<file path="config.mk">
export PLATFORM = sky130hd
export DESIGN_NAME = rivp_vector
export DESIGN_NICKNAME = d
export VERILOG_FILES = /design/src/core/rivp_pkg.sv /design/src/core/rivp_vector.sv
export SDC_FILE = /design/constraint.sdc
export NUM_CORES = 1
export LEC_CHECK = 0
export ABC_AREA = 1
export ABC_CLOCK_PERIOD_IN_PS = 1100
export BUFFER_PORTS_ARGS = -buffer_cell sky130_fd_sc_hd__buf_2
export CAP_MARGIN = 25
export CORE_ASPECT_RATIO = 1.75
export CORE_MARGIN = 8
export CORE_UTILIZATION = 42
export DETAILED_ROUTE_END_ITERATION = 10
export GPL_TIMING_DRIVEN = 0
export HOLD_SLACK_MARGIN = 0.12
export PLACE_DENSITY = 0.75
export SYNTH_ARGS = -nofsm -noshare
export SYNTH_HDL_FRONTEND = slang
export SYNTH_SLANG_ARGS = --single-unit
export TNS_END_PERCENT = 30
</file>
<file path="constraint.sdc">
create_clock -name clk -period 1.1 [get_ports clk]
set_input_delay 0 -clock clk [delete_from_list [all_inputs] [get_ports clk]]
set_output_delay 0 -clock clk [all_outputs]
set_load 0.01 [all_outputs]
</file>
<file path="src/core/rivp_pkg.sv">
// Constants and carrier types for reset and interrupt vector placement.
// Assumes one 20 MHz core clock; addresses are program words.
package rivp_pkg;
  localparam int          RIVP_NUM_VEC        = 26;
  localparam int          RIVP_NUM_IRQ        = 25;
  localparam int          RIVP_ADDR_W         = 13;
  localparam logic [12:0] RIVP_RESET_ADDR     = 13'h0000;
  localparam logic [12:0] RIVP_BOOT_START_2K  = 13'h0C00;
  localparam logic [12:0] RIVP_BOOT_START_DEF = 13'h1C00;
  localparam logic        RIVP_FUSE_PROG      = 1'b0;
  localparam logic [12:0] RIVP_WORDS_SMALL    = 13'h0001;
  localparam logic [12:0] RIVP_WORDS_LARGE    = 13'h0002;

  typedef enum logic [1:0] {
    RIVP_ST_RESET,
    RIVP_ST_IDLE,
    RIVP_ST_WAIT
  } rivp_state_t;

  typedef struct packed {
    logic        valid;
    logic [4:0]  vec_num;
    logic [12:0] addr;
  } rivp_fetch_t;
endpackage

</file>
<file path="src/core/rivp_vector.sv">
// Vector address generator: picks the reset entry and the pending interrupt entry.
// Assumes requests and the fetch acknowledge come from core logic on clk;
// the fuse level and the vector-select bit are steady core signals.
`timescale 1ns/1ps
module rivp_vector
  import rivp_pkg::*;
#(
  parameter bit          LARGE_VARIANT = 1'b1,
  parameter logic [12:0] BOOT_START    = rivp_pkg::RIVP_BOOT_START_DEF
)(
  input  wire logic                        clk,
  input  wire logic                        nrst,
  input  wire logic                        boot_reset_fuse,
  input  wire logic                        vector_select_bit,
  input  wire logic [rivp_pkg::RIVP_NUM_IRQ-1:0] irq_req,
  input  wire logic                        fetch_ack,
  output rivp_pkg::rivp_fetch_t            fetch_q
);
  import rivp_pkg::*;

  // Elaboration checks: two-word entries need an even start, and the
  // whole table must fit the program address space
  if (BOOT_START[0] != 1'b0)
  begin : g_bad_start
    $error("Boot start must be even");
  end
  if (int'(BOOT_START) + 2 * RIVP_NUM_IRQ > (1 << RIVP_ADDR_W) - 1)
  begin : g_bad_span
    $error("Vector table runs past the address space");
  end
  if (RIVP_NUM_VEC != RIVP_NUM_IRQ + 1)
  begin : g_bad_count
    $error("One reset entry plus one entry per request expected");
  end

  // Vector n at base + words*(n-1)
  function automatic logic [12:0] vec_addr(input logic [4:0] n, input logic [12:0] base);
    logic [12:0] step;
    step = LARGE_VARIANT ? RIVP_WORDS_LARGE : RIVP_WORDS_SMALL;
    vec_addr = 13'(base + 13'(step * 13'(n - 5'h01)));
  endfunction

  rivp_state_t state_q, state_d;
  rivp_fetch_t fetch_d;
  logic        fuse_prog;
  logic [12:0] irq_base;
  logic [4:0]  pick;
  logic        any_req;

  assign fuse_prog = (boot_reset_fuse == RIVP_FUSE_PROG);
  // Table relocation is independent of the fuse
  assign irq_base  = vector_select_bit ? BOOT_START : RIVP_RESET_ADDR;

  always_comb
  begin
    pick    = 5'h00;
    any_req = 1'b0;
    // Downward scan so the lowest number wins
    for (int i = RIVP_NUM_IRQ - 1; i >= 0; i--)
    begin
      if (irq_req[i])
      begin
        pick    = 5'(i + 2);
        any_req = 1'b1;
      end
    end
  end

  always_comb
  begin
    state_d = state_q;
    fetch_d = fetch_q;
    case (state_q)
      RIVP_ST_RESET:
      begin
        // First edge after release hands out the reset entry
        fetch_d.valid   = 1'b1;
        fetch_d.vec_num = 5'h01;
        fetch_d.addr    = fuse_prog ? BOOT_START : RIVP_RESET_ADDR;
        state_d         = RIVP_ST_WAIT;
      end
      RIVP_ST_IDLE:
      begin
        if (any_req)
        begin
          // Relocation applies at dispatch, hence software sets select first
          fetch_d.valid   = 1'b1;
          fetch_d.vec_num = pick;
          fetch_d.addr    = vec_addr(pick, irq_base);
          state_d         = RIVP_ST_WAIT;
        end
      end
      RIVP_ST_WAIT:
      begin
        if (fetch_ack)
        begin
          fetch_d.valid = 1'b0;
          state_d       = RIVP_ST_IDLE;
        end
      end
      default:
      begin
        state_d = RIVP_ST_RESET;
      end
    endcase
  end

  always_ff @(posedge clk or negedge nrst)
  begin
    if (!nrst)
    begin
      state_q <= RIVP_ST_RESET;
      fetch_q <= '0;
    end
    else
    begin
      state_q <= state_d;
      fetch_q <= fetch_d;
    end
  end
endmodule

</file>
==> results by group <==
Run status
  • Status: complete, but fails checks
  • Failing checks: setup timing

Synth
  • Syn Std Cell Area: 1076 µm²
  • Number of synthesized register bits: 16
  • Yosys cell types: 24
  • Ys Warns: 0
  • Mapped Nets: 200
  • Post-synthesis sequential area ratio: 37.21%
  • Syn avg cell area: 6.405 µm²
  • EDFF count, synth: 0
  • Async set-reset flop share out of synthesis: 100.0%
  • Cells after Synth: 168
  • Post-synth top flop: dfrtp_1

Detailed routing
  • Residual DRC: 0
  • Avg WL per Cell: 10.91 µm
  • Via density: 4.598
  • Via count: 1154
  • DR iter-0 viols: 25
  • Final wirelength: 2738 µm
  • Pre-antenna DRT Iters: 4
  • Routed Antenna Nets: 0

Floorplanning
  • Row count: 24
  • Die width: 54.26 µm
  • Top Ports: 49
  • Initial Util: 43.70%
  • Die Ht: 82.96 µm
  • Core Region: 2462 µm²
  • Die area: 4501 µm²

Place
  • Post-Place Cells: 241
  • PortBufs: 47
  • GPL Wtd Cong: 0.8051
  • Worst slack at placement: -0.7875 ns
  • DP HPWL: 2150 µm

Job
  • Max-cap viol count: 0

Worst setup path
  • CP max FO: 2
  • Critical Path End Type: flop
  • Register-to-register setup slack: -0.12 ns
  • Req. time, crit path: 1.27 ns
  • CP arrival: 1.65 ns
  • FF-to-FF End: fetch_q[4]
  • Most used cell, CP: nand2_1
  • Reg2reg start: state_q[0]
  • Worst path max stage delay: 0.17 ns
  • Worst Path Class, Setup: input port to flop
  • Worst Reg-to-Reg Cells: 8
  • CP startpoint kind: input port
  • CP max-delay cell: ha_4
  • Setup crit start: irq_req[22]

Finish
  • Post-Layout Cell Count: 251
  • Fillcell total: 250
  • Most common cell after layout, fill and taps aside: nand2_1
  • Diode count: 0
  • Layout area overhead: 47.09%
  • Final net count: 258
  • Commonest cells after routing, fill and taps aside: nand2_1, buf_2, inv_1
  • Layout cell share with drive strength beyond 1: 39.56%

Clocking
  • CTS tree: built
  • CTS Buffer Depth: 2
  • Worst skew pair latency: 0.24 ns
  • Number of CTS-inserted buffers: 3
  • Clk root buf: clkbuf_8
  • Reg clk slew, reported paths: 0.06 ns
  • Clock sink total: 16
  • CTS H-tree depth: 1

Global route
  • Largest net degree at the start of global routing: 17
  • First-pass GRT wire length: 4581 µm
  • GRT Util Overall: 12.74%
  • Vias in the first global route: 1162
  • Initial antenna violation count: 0
  • Global route overflow: 0

Hold path
  • Hold Path Sink: fetch_q[11]
  • Hold path depth: 4
  • Hold_sp: vector_select_bit
  • Hold Path Class: input port to flop

Power
  • Peak supply drop: 687.0 µV
  • Cell area power density: 1471 nW/µm²
  • Leakage: 0.8963 nW

STA
  • Setup violators final: 13
  • Fin crit period: 1.482 ns
  • Fmax achieved: 0.6749 GHz
  • Fin crit share: 134.7%
  • Max Slew Vio Count: 0
  • RSZ-0062 raised after global routing: true
  • Clk_skew: 0.0009278 ns
  • Final hold violation count: 0
  • Worst Setup Slack, final: -0.3817 ns
[through the flow]
step / setup TNS, ns / instance area (µm²) / power, W / util [%] / hold WS, ns
global placement: -7.861 / 1376 / 0.001682 / 55.89 / -0.07480
global route: -5.121 / 1583 / 0.002489 / 64.28 / 0.1990
floorplan: -2.279 / 1109 / 0.001364 / - / -0.2956
CTS: -2.267 / 1551 / 0.002325 / 63.01 / 0.1615
detailed placement: -8.166 / 1376 / 0.001695 / 55.89 / -0.07180
finish: -2.452 / 1583 / 0.002329 / 64.28 / 0.1592
[report_power, final]
group | leakage [nW] | switching (W) | internal, W
clock network | 0.0288 | 0.000190 | 0.000317
logic | 0.661 | 0.000548 | 0.000414
registers | 0.207 | 0.000104 | 0.000757
[worst max-delay path, delay by kind of cell]
family,cells,cell delay [ns]
AO/OA/AOI/OAI,1,0.12
XOR/XNOR,1,0.14
adder cells (fa/ha/maj),1,0.17
buffers and inverters,2,0.15
AND/OR/NAND/NOR,23,1.07
[Yosys cell counts (2+ instances only)]
cell type,instances,area (µm²)
nor2_1,20,75.07
buf_4,5,37.54
dfrtp_1,16,400.4
inv_2,9,33.78
a21oi_1,3,15.01
nand2_1,57,214.0
o21ai_1,4,20.02
o211ai_1,2,15.01
o31ai_1,2,15.01
nand3_1,9,45.04
inv_1,26,97.59
ha_1,2,25.02
nor3_1,2,10.01
[flip-flops by register name, summed over array words and instances, names as in the netlist]
register	cells
state_q	2
fetch_q	14
[logic make-up after synthesis]
logic type,synth area share [%]
AO/OA/AOI/OAI,9.302
flip-flops,37.21
XOR/XNOR,0.8141
buffers and inverters,16.16
other,0.3485
adder cells (fa/ha/maj),2.325
AND/OR/NAND/NOR,33.84
[routing by layer]
metal / track usage, % / up-vias / share of wire (%)
met5: 0 / - / 0
met4: 6.532 / 0 / 2.4
met3: 2.500 / 6 / 9.0
met2: 22.75 / 47 / 53
met1: 12.59 / 490 / 36
li1: - / 611 / -
[final cells by class]
cell class                 count  area [µm²]  share of cell area, %
buffer                         6       48.80                  3.083
clock buffer                   4       55.05                  3.478
inverter                      35       143.9                  9.091
multi-input combinational    111       583.1                  36.84
sequential                    16       400.4                  25.30
tap                           26       32.53                  2.055
timing repair buffer          53       319.1                  20.16
[how the worst max path moves through the flow]
stage | slack [ns] | end | depth (start not counted)
final | -0.38 | fetch_q[3] | 28
after global routing | -0.74 | fetch_q[3] | 28
after CTS | -0.43 | fetch_q[3] | 28
after detailed placement | -0.79 | fetch_q[3] | 28
after global placement | -0.75 | fetch_q[5] | 29
after floorplan | -0.41 | fetch_q[3] | 27
[repair_timing]
| item | CTS | global route |
|---|---|---|
| gates resized for setup | 22 | 7 |
| setup endpoints to repair | 15 | 15 |
| hold buffers | 3 | 0 |
| endpoints found under the hold margin | 21 | 0 |
| pin swaps | 8 | 6 |
| setup buffers | 2 | 1 |
Power figures use the tool's default switching activity.
